**config.mk**
```make
export PLATFORM = sky130hd
export DESIGN_NAME = ulf_top
export DESIGN_NICKNAME = d
export VERILOG_FILES = /design/src/hdl/ulf_pkg.sv /design/src/hdl/ulf_fifo.sv /design/src/hdl/ulf_sync.sv /design/src/hdl/ulf_top.sv
export SDC_FILE = /design/constraint.sdc
export NUM_CORES = 1
export LEC_CHECK = 0
export BUFFER_PORTS_ARGS = -buffer_cell sky130_fd_sc_hd__buf_2
export CAP_MARGIN = 20
export CELL_PAD_IN_SITES_DETAIL_PLACEMENT = 2
export CELL_PAD_IN_SITES_GLOBAL_PLACEMENT = 2
export CORE_UTILIZATION = 44
export CTS_BUF_LIST = sky130_fd_sc_hd__clkbuf_8
export CTS_CLUSTER_SIZE = 20
export DETAILED_ROUTE_END_ITERATION = 12
export GPL_ROUTABILITY_DRIVEN = 1
export GPL_TIMING_DRIVEN = 1
export PLACE_DENSITY = 0.91
export SLEW_MARGIN = 30
export SYNTH_ARGS = -nofsm -noshare
export SYNTH_HDL_FRONTEND = slang
export SYNTH_HIERARCHICAL = 1
export SYNTH_SLANG_ARGS = --single-unit
```
**constraint.sdc**
```tcl
create_clock -name pclk -period 3.6 [get_ports pclk]
set_clock_uncertainty 0.15 [all_clocks]
set_input_delay 0.72 -clock pclk [delete_from_list [all_inputs] [get_ports pclk]]
set_output_delay 0.72 -clock pclk [all_outputs]
set_load 0.1 [all_outputs]
```
**src/hdl/ulf_pkg.sv**
```systemverilog
// Package of register map, field positions, states and parity helper
package ulf_pkg;
  localparam logic [11:0] ADDR_DATA = 12'h000;
  localparam logic [11:0] ADDR_STAT = 12'h018;
  localparam logic [11:0] ADDR_DIV = 12'h024;
  localparam logic [11:0] ADDR_LCR = 12'h02c;
  localparam int LCR_BREAK_POS = 0;
  localparam int LCR_PARITY_POS = 1;
  localparam int LCR_EVEN_POS = 2;
  localparam int LCR_TWO_STOP_POS = 3;
  localparam int LCR_FIFO_POS = 4;
  localparam int LCR_WORD_POS = 5;
  localparam int LCR_STICK_POS = 7;
  localparam int LCR_W = 8;
  localparam logic [7:0] LCR_RESET = 8'h00;
  localparam logic [15:0] DIV_RESET = 16'h00d9;
  localparam logic [2:0] WORD_TO_LAST = 3'h4;
  localparam logic [2:0] LAST_MAX = 3'h7;
  localparam logic [7:0] FULL_MASK = 8'hff;
  localparam int RX_W = 10;

  typedef enum logic [5:0] {
    TX_IDLE = 6'b000001,
    TX_START = 6'b000010,
    TX_DATA = 6'b000100,
    TX_PAR = 6'b001000,
    TX_STOP = 6'b010000,
    TX_BREAK = 6'b100000
  } ulf_tx_t;

  typedef enum logic [4:0] {
    RX_IDLE = 5'b00001,
    RX_START = 5'b00010,
    RX_DATA = 5'b00100,
    RX_PAR = 5'b01000,
    RX_STOP = 5'b10000
  } ulf_rx_t;

  // Parity bit for the active data bits of a frame
  function automatic logic ulf_parity(input logic [7:0] d, input logic [2:0] last,
                                      input logic even_sel, input logic stick_sel);
    logic [7:0] m;
    m = FULL_MASK >> (LAST_MAX - last);
    if (stick_sel) begin
      return ~even_sel;
    end
    return (^(d & m)) ^ ~even_sel;
  endfunction
endpackage

```
**src/hdl/ulf_fifo.sv**
```systemverilog
// Ready/valid FIFO with optional single-entry holding mode
`timescale 1ns/1ps
module ulf_fifo #(
  parameter int WIDTH = 8,
  parameter int DEPTH = 8
) (
  input wire logic clk,
  input wire logic rst_n,
  input wire logic one_deep,
  input wire logic in_valid,
  output logic in_ready,
  input wire logic [WIDTH-1:0] in_data,
  output logic out_valid,
  input wire logic out_ready,
  output logic [WIDTH-1:0] out_data,
  output logic [$clog2(DEPTH+1)-1:0] count
);
  localparam int AW = $clog2(DEPTH);
  localparam int CW = $clog2(DEPTH + 1);
  localparam logic [CW-1:0] FULL = CW'(DEPTH);
  localparam logic [CW-1:0] ONE = CW'(1);

  if (DEPTH < 2 || (DEPTH & (DEPTH - 1)) != 0 || WIDTH < 1) begin : g_bad_depth
    $error("ulf_fifo: DEPTH must be a power of two >= 2");
  end

  logic [WIDTH-1:0] mem [DEPTH];
  logic [AW-1:0] wr_reg;
  logic [AW-1:0] rd_reg;
  logic push;
  logic pop;

  // Character mode caps the fill at one entry
  assign in_ready = count < (one_deep ? ONE : FULL);
  assign out_valid = count != '0;
  assign out_data = mem[rd_reg];
  assign push = in_valid & in_ready;
  assign pop = out_valid & out_ready;

  always_ff @(posedge clk) begin
    if (push) begin
      mem[wr_reg] <= in_data;
    end
  end

  always_ff @(posedge clk or negedge rst_n) begin
    if (!rst_n) begin
      wr_reg <= '0;
      rd_reg <= '0;
      count <= '0;
    end else begin
      if (push) begin
        wr_reg <= wr_reg + 1'b1;
      end
      if (pop) begin
        rd_reg <= rd_reg + 1'b1;
      end
      count <= count + CW'(push) - CW'(pop);
    end
  end
endmodule // ulf_fifo

```
**src/hdl/ulf_sync.sv**
```systemverilog
// Two-flop synchroniser for the serial receive pin
`timescale 1ns/1ps
module ulf_sync (
  input wire logic clk,
  input wire logic rst_n,
  input wire logic d,
  output logic q
);
  logic meta_reg;

  // Idle line level is high, so both stages reset high
  always_ff @(posedge clk or negedge rst_n) begin
    if (!rst_n) begin
      meta_reg <= 1'b1;
      q <= 1'b1;
    end else begin
      meta_reg <= d;
      q <= meta_reg;
    end
  end
endmodule // ulf_sync

```
**src/hdl/ulf_top.sv**
```systemverilog
// Serial line frame control with APB registers, transmitter and receiver
// What this block does
// - Word length field selects five to eight data bits, five after reset.
// - FIFO enable set buffers both directions in eight-entry FIFOs.
// - Two-stop select appends two stop bits, otherwise one.
// - Receiver checks only the first stop bit.
// - Even select with parity on gives even ones count.
// - Even select clear with parity on gives odd ones count.
// - Even select has no effect while parity is off.
// - Parity on adds a parity bit on transmit and checks it on receive.
// - Parity off puts stop bits straight after the data bits.
// - Stick parity sends and checks the bit as inverse of even select.
// - Send-break drives the line low once the current character ends.
//
// Implementation choices: the placing of the registers and the APB interface to the registers.
`timescale 1ns/1ps
module ulf_top #(
  parameter int FIFO_DEPTH = 8
) (
  input wire logic pclk,
  input wire logic presetn,
  input wire logic psel,
  input wire logic penable,
  input wire logic pwrite,
  input wire logic [11:0] paddr,
  input wire logic [31:0] pwdata,
  output logic [31:0] prdata,
  output logic pready,
  output logic pslverr,
  input wire logic serial_rx_in,
  output logic serial_tx_out
);
  localparam int CW = $clog2(FIFO_DEPTH + 1);

  if (FIFO_DEPTH < 2) begin : g_bad_depth
    $error("ulf_top: FIFO_DEPTH must be at least 2");
  end

  logic [ulf_pkg::LCR_W-1:0] line_control_reg;
  logic [15:0] div_reg;
  logic pready_reg;
  logic pslverr_reg;
  logic [31:0] prdata_reg;
  logic [31:0] rd_next;
  logic mapped;
  logic setup_done;
  logic done;

  logic [1:0] word_length_sel;
  logic fifo_buffer_on;
  logic double_stop_sel;
  logic even_parity_sel;
  logic parity_on;
  logic send_break;
  logic stick_parity_sel;
  logic [2:0] last_idx;

  assign send_break = line_control_reg[ulf_pkg::LCR_BREAK_POS];
  assign parity_on = line_control_reg[ulf_pkg::LCR_PARITY_POS];
  assign even_parity_sel = line_control_reg[ulf_pkg::LCR_EVEN_POS];
  assign double_stop_sel = line_control_reg[ulf_pkg::LCR_TWO_STOP_POS];
  assign fifo_buffer_on = line_control_reg[ulf_pkg::LCR_FIFO_POS];
  assign word_length_sel = line_control_reg[ulf_pkg::LCR_WORD_POS +: 2];
  assign stick_parity_sel = line_control_reg[ulf_pkg::LCR_STICK_POS];
  assign last_idx = 3'(word_length_sel) + ulf_pkg::WORD_TO_LAST;

  // Transmit FIFO
  logic txf_in_ready;
  logic txf_out_valid;
  logic txf_out_ready;
  logic [7:0] txf_out_data;
  logic [CW-1:0] txf_count;
  logic tx_push;

  // Receive FIFO
  logic rxf_in_ready;
  logic rxf_out_valid;
  logic rxf_pop;
  logic [ulf_pkg::RX_W-1:0] rxf_out_data;
  logic [CW-1:0] rxf_count;
  logic rx_push_reg;
  logic [ulf_pkg::RX_W-1:0] rx_word_reg;

  ulf_fifo #(.WIDTH(8), .DEPTH(FIFO_DEPTH)) u_tx_fifo (
    .clk(pclk),
    .rst_n(presetn),
    .one_deep(!fifo_buffer_on),
    .in_valid(tx_push),
    .in_ready(txf_in_ready),
    .in_data(pwdata[7:0]),
    .out_valid(txf_out_valid),
    .out_ready(txf_out_ready),
    .out_data(txf_out_data),
    .count(txf_count)
  );

  ulf_fifo #(.WIDTH(ulf_pkg::RX_W), .DEPTH(FIFO_DEPTH)) u_rx_fifo (
    .clk(pclk),
    .rst_n(presetn),
    .one_deep(!fifo_buffer_on),
    .in_valid(rx_push_reg),
    .in_ready(rxf_in_ready),
    .in_data(rx_word_reg),
    .out_valid(rxf_out_valid),
    .out_ready(rxf_pop),
    .out_data(rxf_out_data),
    .count(rxf_count)
  );

  // APB: one wait state, answer registered
  assign setup_done = psel & penable & ~pready_reg;
  assign done = psel & penable & pready_reg;
  assign mapped = paddr == ulf_pkg::ADDR_DATA || paddr == ulf_pkg::ADDR_STAT ||
                  paddr == ulf_pkg::ADDR_DIV || paddr == ulf_pkg::ADDR_LCR;
  assign tx_push = done & pwrite & (paddr == ulf_pkg::ADDR_DATA);
  assign rxf_pop = done & ~pwrite & (paddr == ulf_pkg::ADDR_DATA);

  ulf_pkg::ulf_tx_t tx_st_reg;
  ulf_pkg::ulf_rx_t rx_st_reg;

  always_comb begin
    rd_next = '0;
    if (paddr == ulf_pkg::ADDR_DATA) begin
      rd_next = rxf_out_valid ? 32'(rxf_out_data) : 32'h0000_0000;
    end else if (paddr == ulf_pkg::ADDR_STAT) begin
      rd_next = 32'({tx_st_reg != ulf_pkg::TX_IDLE, rxf_out_valid, !rxf_in_ready,
                     !txf_out_valid, !txf_in_ready});
    end else if (paddr == ulf_pkg::ADDR_DIV) begin
      rd_next = 32'(div_reg);
    end else if (paddr == ulf_pkg::ADDR_LCR) begin
      rd_next = 32'(line_control_reg);
    end
  end

  always_ff @(posedge pclk or negedge presetn) begin
    if (!presetn) begin
      pready_reg <= 1'b0;
      pslverr_reg <= 1'b0;
      prdata_reg <= '0;
    end else begin
      pready_reg <= setup_done;
      pslverr_reg <= setup_done & ~mapped;
      prdata_reg <= setup_done ? rd_next : '0;
    end
  end

  always_ff @(posedge pclk or negedge presetn) begin
    if (!presetn) begin
      line_control_reg <= ulf_pkg::LCR_RESET;
      div_reg <= ulf_pkg::DIV_RESET;
    end else if (done & pwrite) begin
      if (paddr == ulf_pkg::ADDR_LCR) begin
        line_control_reg <= pwdata[ulf_pkg::LCR_W-1:0];
      end
      if (paddr == ulf_pkg::ADDR_DIV) begin
        div_reg <= pwdata[15:0];
      end
    end
  end

  assign prdata = prdata_reg;
  assign pready = pready_reg;
  assign pslverr = pslverr_reg;

  // Transmitter
  logic [15:0] tx_cnt_reg;
  logic tx_tick;
  logic [7:0] tx_sh_reg;
  logic [2:0] tx_idx_reg;
  logic tx_par_reg;
  logic tx_stop_reg;
  logic tx_out_reg;

  assign tx_tick = tx_cnt_reg == '0;
  // Break waits for idle, so a frame in flight always completes
  assign txf_out_ready = (tx_st_reg == ulf_pkg::TX_IDLE) & ~send_break;

  always_ff @(posedge pclk or negedge presetn) begin
    if (!presetn) begin
      tx_cnt_reg <= ulf_pkg::DIV_RESET;
    end else if (tx_st_reg == ulf_pkg::TX_IDLE || tx_st_reg == ulf_pkg::TX_BREAK || tx_tick) begin
      tx_cnt_reg <= div_reg;
    end else begin
      tx_cnt_reg <= tx_cnt_reg - 16'h0001;
    end
  end

  always_ff @(posedge pclk or negedge presetn) begin
    if (!presetn) begin
      tx_st_reg <= ulf_pkg::TX_IDLE;
      tx_out_reg <= 1'b1;
      tx_sh_reg <= '0;
      tx_idx_reg <= '0;
      tx_par_reg <= 1'b0;
      tx_stop_reg <= 1'b0;
    end else begin
      unique case (tx_st_reg)
        ulf_pkg::TX_IDLE: begin
          tx_out_reg <= 1'b1;
          if (send_break) begin
            tx_st_reg <= ulf_pkg::TX_BREAK;
            tx_out_reg <= 1'b0;
          end else if (txf_out_valid) begin
            tx_st_reg <= ulf_pkg::TX_START;
            tx_out_reg <= 1'b0;
            tx_sh_reg <= txf_out_data;
            tx_par_reg <= ulf_pkg::ulf_parity(txf_out_data, last_idx, even_parity_sel,
                                              stick_parity_sel);
          end
        end
        ulf_pkg::TX_START: begin
          if (tx_tick) begin
            tx_st_reg <= ulf_pkg::TX_DATA;
            tx_out_reg <= tx_sh_reg[0];
            tx_idx_reg <= '0;
          end
        end
        ulf_pkg::TX_DATA: begin
          if (tx_tick) begin
            if (tx_idx_reg == last_idx) begin
              if (parity_on) begin
                tx_st_reg <= ulf_pkg::TX_PAR;
                tx_out_reg <= tx_par_reg;
              end else begin
                tx_st_reg <= ulf_pkg::TX_STOP;
                tx_out_reg <= 1'b1;
                tx_stop_reg <= 1'b0;
              end
            end else begin
              tx_idx_reg <= tx_idx_reg + 3'h1;
              tx_out_reg <= tx_sh_reg[1];
              tx_sh_reg <= tx_sh_reg >> 1;
            end
          end
        end
        ulf_pkg::TX_PAR: begin
          if (tx_tick) begin
            tx_st_reg <= ulf_pkg::TX_STOP;
            tx_out_reg <= 1'b1;
            tx_stop_reg <= 1'b0;
          end
        end
        ulf_pkg::TX_STOP: begin
          if (tx_tick) begin
            if (tx_stop_reg == double_stop_sel) begin
              tx_st_reg <= ulf_pkg::TX_IDLE;
            end else begin
              tx_stop_reg <= 1'b1;
            end
          end
        end
        ulf_pkg::TX_BREAK: begin
          if (!send_break) begin
            tx_st_reg <= ulf_pkg::TX_IDLE;
            tx_out_reg <= 1'b1;
          end
        end
        default: begin
          tx_st_reg <= ulf_pkg::TX_IDLE;
          tx_out_reg <= 1'b1;
        end
      endcase
    end
  end

  assign serial_tx_out = tx_out_reg;

  // Receiver
  logic rx_s;
  logic rx_prev_reg;
  logic [15:0] rx_cnt_reg;
  logic rx_tick;
  logic [7:0] rx_sh_reg;
  logic [7:0] rx_data;
  logic [2:0] rx_idx_reg;
  logic rx_perr_reg;

  ulf_sync u_rx_sync (
    .clk(pclk),
    .rst_n(presetn),
    .d(serial_rx_in),
    .q(rx_s)
  );

  assign rx_tick = rx_cnt_reg == '0;
  // Bits shift in from the top, so short words are realigned
  assign rx_data = rx_sh_reg >> (ulf_pkg::LAST_MAX - last_idx);

  always_ff @(posedge pclk or negedge presetn) begin
    if (!presetn) begin
      rx_prev_reg <= 1'b1;
      rx_cnt_reg <= ulf_pkg::DIV_RESET;
    end else begin
      rx_prev_reg <= rx_s;
      // Half a bit from the falling edge puts samples mid-bit
      if (rx_st_reg == ulf_pkg::RX_IDLE) begin
        rx_cnt_reg <= {1'b0, div_reg[15:1]};
      end else if (rx_tick) begin
        rx_cnt_reg <= div_reg;
      end else begin
        rx_cnt_reg <= rx_cnt_reg - 16'h0001;
      end
    end
  end

  always_ff @(posedge pclk or negedge presetn) begin
    if (!presetn) begin
      rx_st_reg <= ulf_pkg::RX_IDLE;
      rx_sh_reg <= '0;
      rx_idx_reg <= '0;
      rx_perr_reg <= 1'b0;
      rx_push_reg <= 1'b0;
      rx_word_reg <= '0;
    end else begin
      rx_push_reg <= 1'b0;
      unique case (rx_st_reg)
        ulf_pkg::RX_IDLE: begin
          if (rx_prev_reg && !rx_s) begin
            rx_st_reg <= ulf_pkg::RX_START;
          end
        end
        ulf_pkg::RX_START: begin
          if (rx_tick) begin
            rx_st_reg <= rx_s ? ulf_pkg::RX_IDLE : ulf_pkg::RX_DATA;
            rx_idx_reg <= '0;
            rx_perr_reg <= 1'b0;
          end
        end
        ulf_pkg::RX_DATA: begin
          if (rx_tick) begin
            rx_sh_reg <= {rx_s, rx_sh_reg[7:1]};
            rx_idx_reg <= rx_idx_reg + 3'h1;
            if (rx_idx_reg == last_idx) begin
              rx_st_reg <= parity_on ? ulf_pkg::RX_PAR : ulf_pkg::RX_STOP;
            end
          end
        end
        ulf_pkg::RX_PAR: begin
          if (rx_tick) begin
            rx_st_reg <= ulf_pkg::RX_STOP;
            rx_perr_reg <= rx_s != ulf_pkg::ulf_parity(rx_data, last_idx, even_parity_sel,
                                                      stick_parity_sel);
          end
        end
        ulf_pkg::RX_STOP: begin
          // Only the first stop bit is sampled
          if (rx_tick) begin
            rx_st_reg <= ulf_pkg::RX_IDLE;
            rx_push_reg <= 1'b1;
            rx_word_reg <= {~rx_s, rx_perr_reg, rx_data};
          end
        end
        default: begin
          rx_st_reg <= ulf_pkg::RX_IDLE;
        end
      endcase
    end
  end
endmodule // ulf_top

```
=== After elaboration in Yosys (flattened, before gate mapping) ===
Memories as Yosys holds them, arrays and structs flattened.
Cells that the tools add are included.

* Output and inout port bits: 35
* Logic and storage cells: 223
* Input port bits: 50
* Memories kept: 2
* Memory bits (writable): 144
* Bits in registers: 161

{| class="wikitable"
|+ Memories
! memory !! words !! width !! rd ports !! clocked after Yosys merged registers in !! wr ports !! RTL line !! RTL
|-
| u_rx_fifo.mem || 8 || 10 || 1 || 0 || 1 || ulf_fifo.sv:27 || <nowiki>logic [WIDTH-1:0] mem [DEPTH];</nowiki>
|-
| u_tx_fifo.mem || 8 || 8 || 1 || 0 || 1 || ulf_fifo.sv:27 ||
|}

* Shift-type cells: 2
* Add/subtract/negate cells: 14
* $lt $le $gt $ge: 2
* Bitwise gates (word level): 24
* Reductions and logical operators: 35
* Muxes and demuxes: 78
* Equal/unequal tests: 38

{| class="wikitable"
|+ Operators by type and width
! kind !! number
|-
| 32-bit 2-to-1 mux || 4
|-
| 6-bit 2-to-1 mux || 9
|-
| 16-bit 2-to-1 mux || 3
|-
| 5-bit 2-to-1 mux || 8
|-
| 8-bit 2-to-1 mux || 5
|-
| 6-bit one-hot mux with 6 select lines || 1
|-
| 2-bit inequality test (second input constant) || 17
|-
| 1-bit 2-to-1 mux || 33
|-
| 16-bit logical NOT || 2
|-
| 16-bit by 1-bit subtractor with 16-bit output (second input constant) || 2
|-
| 5-bit one-hot mux with 5 select lines || 1
|-
| 12-bit by 6-bit equality test with 1-bit output (second input constant) || 2
|-
| 3-bit by 1-bit adder with 3-bit output (second input constant) || 6
|-
| 3-bit 2-to-1 mux || 6
|-
| 8-bit AND || 2
|-
| 8-bit one-hot mux with 2 select lines || 1
|-
| 8-bit XOR reduction || 2
|-
| 1-bit AND || 13
|-
| 12-bit by 5-bit equality test with 1-bit output (second input constant) || 1
|-
| 12-bit logical NOT || 1
|-
| 3-bit one-hot mux with 2 select lines || 2
|-
| 10-bit 2-to-1 mux || 1
|-
| 5-bit AND reduction || 2
|-
| 3-bit AND reduction || 3
|-
| 41 further kinds || 66
|}

=== Logic depth before layout (Yosys ltp) ===
* Depth after elaboration: 12
* Depth in mapped cells: 12
* Gate-level depth less buffers: 12

=== Cells and area by module ===
The synthesis kept the hierarchy.

{| class="wikitable"
|+ By module, submodules not included
! module !! area each (um^2) !! cells each !! seq. area each (um^2) !! times used
|-
| ulf_top || 6,371.1 || 662 || 3,101.7 || 1
|-
| ulf_fifo at u_rx_fifo || 3,624.7 || 174 || 2,652.5 || 1
|-
| ulf_fifo at u_tx_fifo || 3,041.7 || 152 || 2,172.1 || 1
|-
| ulf_sync || 52.6 || 2 || 52.6 || 1
|}

=== Worst setup path after synthesis ===
No wires, ideal clock.

* Kind: input to register
* Start: input port paddr[9]
* End: register u_tx_fifo.count[2]
* Data required time: 3,328 ps
* Arrival: 3,105 ps
* Stages: 11
* Path buffers: 0
* Setup time: 122 ps
* Slack: 223 ps
* Cells stage by stage: or4_1 > nor3_1 > and3_1 > nand2b_1 > a21oi_2 > inv_1 > ha_1 > inv_1 > ha_1 > fa_1 > xor2_1

* Longest elaborated chain between the ends: 5

{| class="wikitable"
|+ Ends and longest elaborated chain
! item !! RTL line !! RTL
|-
| start, declared || ulf_top.sv:25 || <nowiki>input wire logic [11:0] paddr,</nowiki>
|-
| 12-bit logical NOT || ulf_top.sv:115 || <nowiki>assign tx_push = done & pwrite & (paddr == ulf_pkg::ADDR_DATA);</nowiki>
|-
| 1-bit AND || ulf_top.sv:115 ||
|-
| named net tx_push || ulf_top.sv:73 || <nowiki>logic tx_push;</nowiki>
|-
| 1-bit AND || ulf_fifo.sv:37 || <nowiki>assign push = in_valid & in_ready;</nowiki>
|-
| 4-bit by 1-bit adder with 4-bit output || ulf_fifo.sv:58 || <nowiki>count <= count + CW'(push) - CW'(pop);</nowiki>
|-
| 4-bit by 1-bit subtractor with 4-bit output || ulf_fifo.sv:58 ||
|-
| end signal, assigned || ulf_fifo.sv:58 ||
|-
| end, declared || ulf_fifo.sv:16 || <nowiki>output logic [$clog2(DEPTH+1)-1:0] count</nowiki>
|}

The timed path passes the listed nets, and every way through them passes these cells.
A chain may end at the register's enable or synchronous reset.

=== Worst setup path after layout ===
* Start: register rx_cnt_reg[7]
* End: register rx_st_reg[2]

* Longest elaborated chain between the ends: 3
* Elaborated cells between the ends (all ways): 6
* Those cells by class: eq/ne (4); reduce/logical (2)

{| class="wikitable"
|+ Ends and longest elaborated chain
! item !! RTL line !! RTL
|-
| start, declared || ulf_top.sv:271 || <nowiki>logic [15:0] rx_cnt_reg;</nowiki>
|-
| start signal, assigned || ulf_top.sv:292 || <nowiki>rx_cnt_reg <= ulf_pkg::DIV_RESET;</nowiki>
|-
| start signal, assigned || ulf_top.sv:297 || <nowiki>rx_cnt_reg <= {1'b0, div_reg[15:1]};</nowiki>
|-
| start signal, assigned || ulf_top.sv:299 || <nowiki>rx_cnt_reg <= div_reg;</nowiki>
|-
| 16-bit logical NOT * || ulf_top.sv:285 || <nowiki>assign rx_tick = rx_cnt_reg == '0;</nowiki>
|-
| 2-bit inequality test (no line) || - ||
|-
| 6-bit AND reduction (no line) * || - ||
|-
| end signal, assigned || ulf_top.sv:308 || <nowiki>rx_st_reg <= ulf_pkg::RX_IDLE;</nowiki>
|-
| end signal, assigned || ulf_top.sv:319 || <nowiki>rx_st_reg <= ulf_pkg::RX_START;</nowiki>
|-
| end signal, assigned || ulf_top.sv:324 || <nowiki>rx_st_reg <= rx_s ? ulf_pkg::RX_IDLE : ulf_pkg::RX_DATA;</nowiki>
|-
| end, declared || ulf_top.sv:119 || <nowiki>ulf_pkg::ulf_rx_t rx_st_reg;</nowiki>
|}

Every way passes the cells marked *; elsewhere a longest branch is shown, timed or not.

==> results.tsv <==
metric	value	unit
ys_types	76	
drive_above_1_share	0.261	
cp-end-kind	register	
fin_setup_tns	0	ns
root_buffer	clkbuf_8	
layout.nets	1166	
cts_buffers	48	
routed_wl	43800	um
die_h	174	um
clockBufferDepth	3	
relSlewSlack	0.369	
area_growth	14.1	%
critPathKind	register to register	
htreeDepth	2	
reg.largest.list	u_rx_fifo/mem: 80 flops, u_tx_fifo/mem: 64 flops	
crit_arrival	3.70	ns
post_cts_buffers	0	
wire_per_inst	28.9	um
ctsHoldBuffers	0	
utilization	0.515	
numClockSinks	289	
final.setup.worst_slack	0.222	ns
dp_hpwl	27400	um
wl_met2	22800	um
antenna_found_initial	0	
yosysSeqAreaShare	0.610	
synthFlopType	edfxtp_1	
num_vias	9044	
rsz0062_at_grt	no	
drc	0	
tritoncts	built	
peakVddDrop	373	uV
start_util	0.451	
largest_register	u_rx_fifo/mem	
io_pins	85	
cp-start-kind	register	
dieArea	30400	um^2
clk_pin_slew	0.07	ns
drv_cap	0	
grt_overflow	0	
gp_congestion	0.794	
async_reset_ff_frac	0.502	
drtIter0Drc	607	
wl_met1	17400	um
grt.total_usage	0.297	
min_period	3.38	ns
synth_area_per_cell	13.2	um^2
power_density	585	nW/um^2
stdcell_count	1516	
synth-seq-cells	289	
via_per_inst	5.97	
rows	62	
die-width	174	um
insertion_delay	0.61	ns
setup_viol	0	
topRoutingLayerUsed	met4	
ys_top_cells_by_area	edfxtp_1 (33%), dfrtp_1 (24%), mux4_2 (6.2%)	
grt_first_pass_wirelength	67200	um
dp_cells	1426	
grt_pass1_vias	10300	
portBuffers	52	
cts_resized	0	
synth.top_cell.area_share	0.330	
num_antenna_cells	0	
drv_slew	0	
post-place-ws	-0.127	ns
p_total	8.75	mW
netlist_area	13100	um^2
synth_area_leader_cell	edfxtp_1	
drtPass1Iterations	5	
coreArea	29000	um^2
timing.fmax	296	MHz
grt_max_degree	79	
period_share	0.938	
status	completed	
largest_register_ffs	80	
yosys_warnings	6	
synth_edf_count	144	
hold_class	input port to async pin	
ant_nets	0	
wl_met3	1960	um
r2r_setup_slack	0.22	ns
leakagePower	6.17	nW
cp_max_fo	10	
syn_inst	990	
required	3.92	ns
hold_violations	0	
worst_pin_slew	0.947	ns
fillers	2723	
## path summary, 6_finish.rpt
path | startpoint | end | cells after the start
worst min register to register | u_rx_sync/meta_reg | u_rx_sync/q | 0
worst max-delay path | rx_cnt_reg[7] | rx_st_reg[2] | 6
worst max register to register | rx_cnt_reg[7] | rx_st_reg[2] | 6
worst min-delay path | presetn | prdata[9] | 1
max in group asynchronous | presetn | tx_st_reg[0] | 2
min in group pclk | serial_rx_in | u_rx_sync/meta_reg | 1
## cells in the final DEF (no fill, tap or decap), drive strengths merged, types with 34 or more instances in the layout
cell	count
buf	90
clkbuf	60
dfrtp	124
edfxtp	144
inv	52
mux2	58
mux4	36
nand2	95
nor2	59
o21ai	74
xnor2	34
## through the flow
step                instance area [um^2]  hold slack [ns]
finish                             14900           0.0372
global route                       14900           0.0760
CTS                                14900           0.0444
floorplan                          13100            0.195
detailed placement                 13900            0.202
global placement                   13900            0.197
## power by group
part	internal, mW	switching (mW)
clock	1.66	1.47
combinational	0.525	1.08
sequential	3.75	0.259
total	5.94	2.81
## worst max-delay path: stages, from the launching register on
cell and delay, ns:
dfstp_2 0.39, or4_4 0.56, or4_4 0.48, or4_1 0.73, a31oi_2 0.35, o21a_2 0.25
mux2_1 0.34
## cells in the mapped netlist (all sizes together) (26+ instances only)
| cell | number |
|---|---|
| nor2 | 59 |
| edfxtp | 144 |
| inv | 34 |
| mux2 | 58 |
| xnor2 | 34 |
| dfrtp | 124 |
| nor3 | 29 |
| nand2 | 95 |
| clkbuf | 27 |
| mux4 | 36 |
| o21ai | 74 |
| buf | 26 |
## cell families (layout without fill, tap and decap cells)
logic type | count (synthesis) | after routing | synth area share
other | 1 | 16 | 0.000286
adders and majority gates | 24 | 24 | 0.0241
buffers and inverters | 87 | 214 | 0.0312
DFF | 289 | 289 | 0.610
xor gates and xnor gates | 59 | 59 | 0.0405
muxes | 99 | 99 | 0.116
AOI/OAI and AO/OA | 150 | 150 | 0.0726
and+or+nand+nor | 281 | 281 | 0.106
## metal layers
metal	vias to the layer above	GRT usage
met5	-	0
met4	0	0.128
met3	103	0.0435
met2	297	0.524
met1	4826	0.360
li1	3818	-
## cell type report
cell class	instances	area, um^2	share of cell area
Clock buffer	60	826	0.0553
Clock inverter	30	189	0.0126
Inverter	34	128	0.00854
Multi-Input combinational cell	629	4770	0.319
Sequential cell	289	7980	0.534
Tap cell	384	480	0.0322
Timing Repair Buffer	90	564	0.0378
Note: power is estimated with default switching activity, not from simulation.
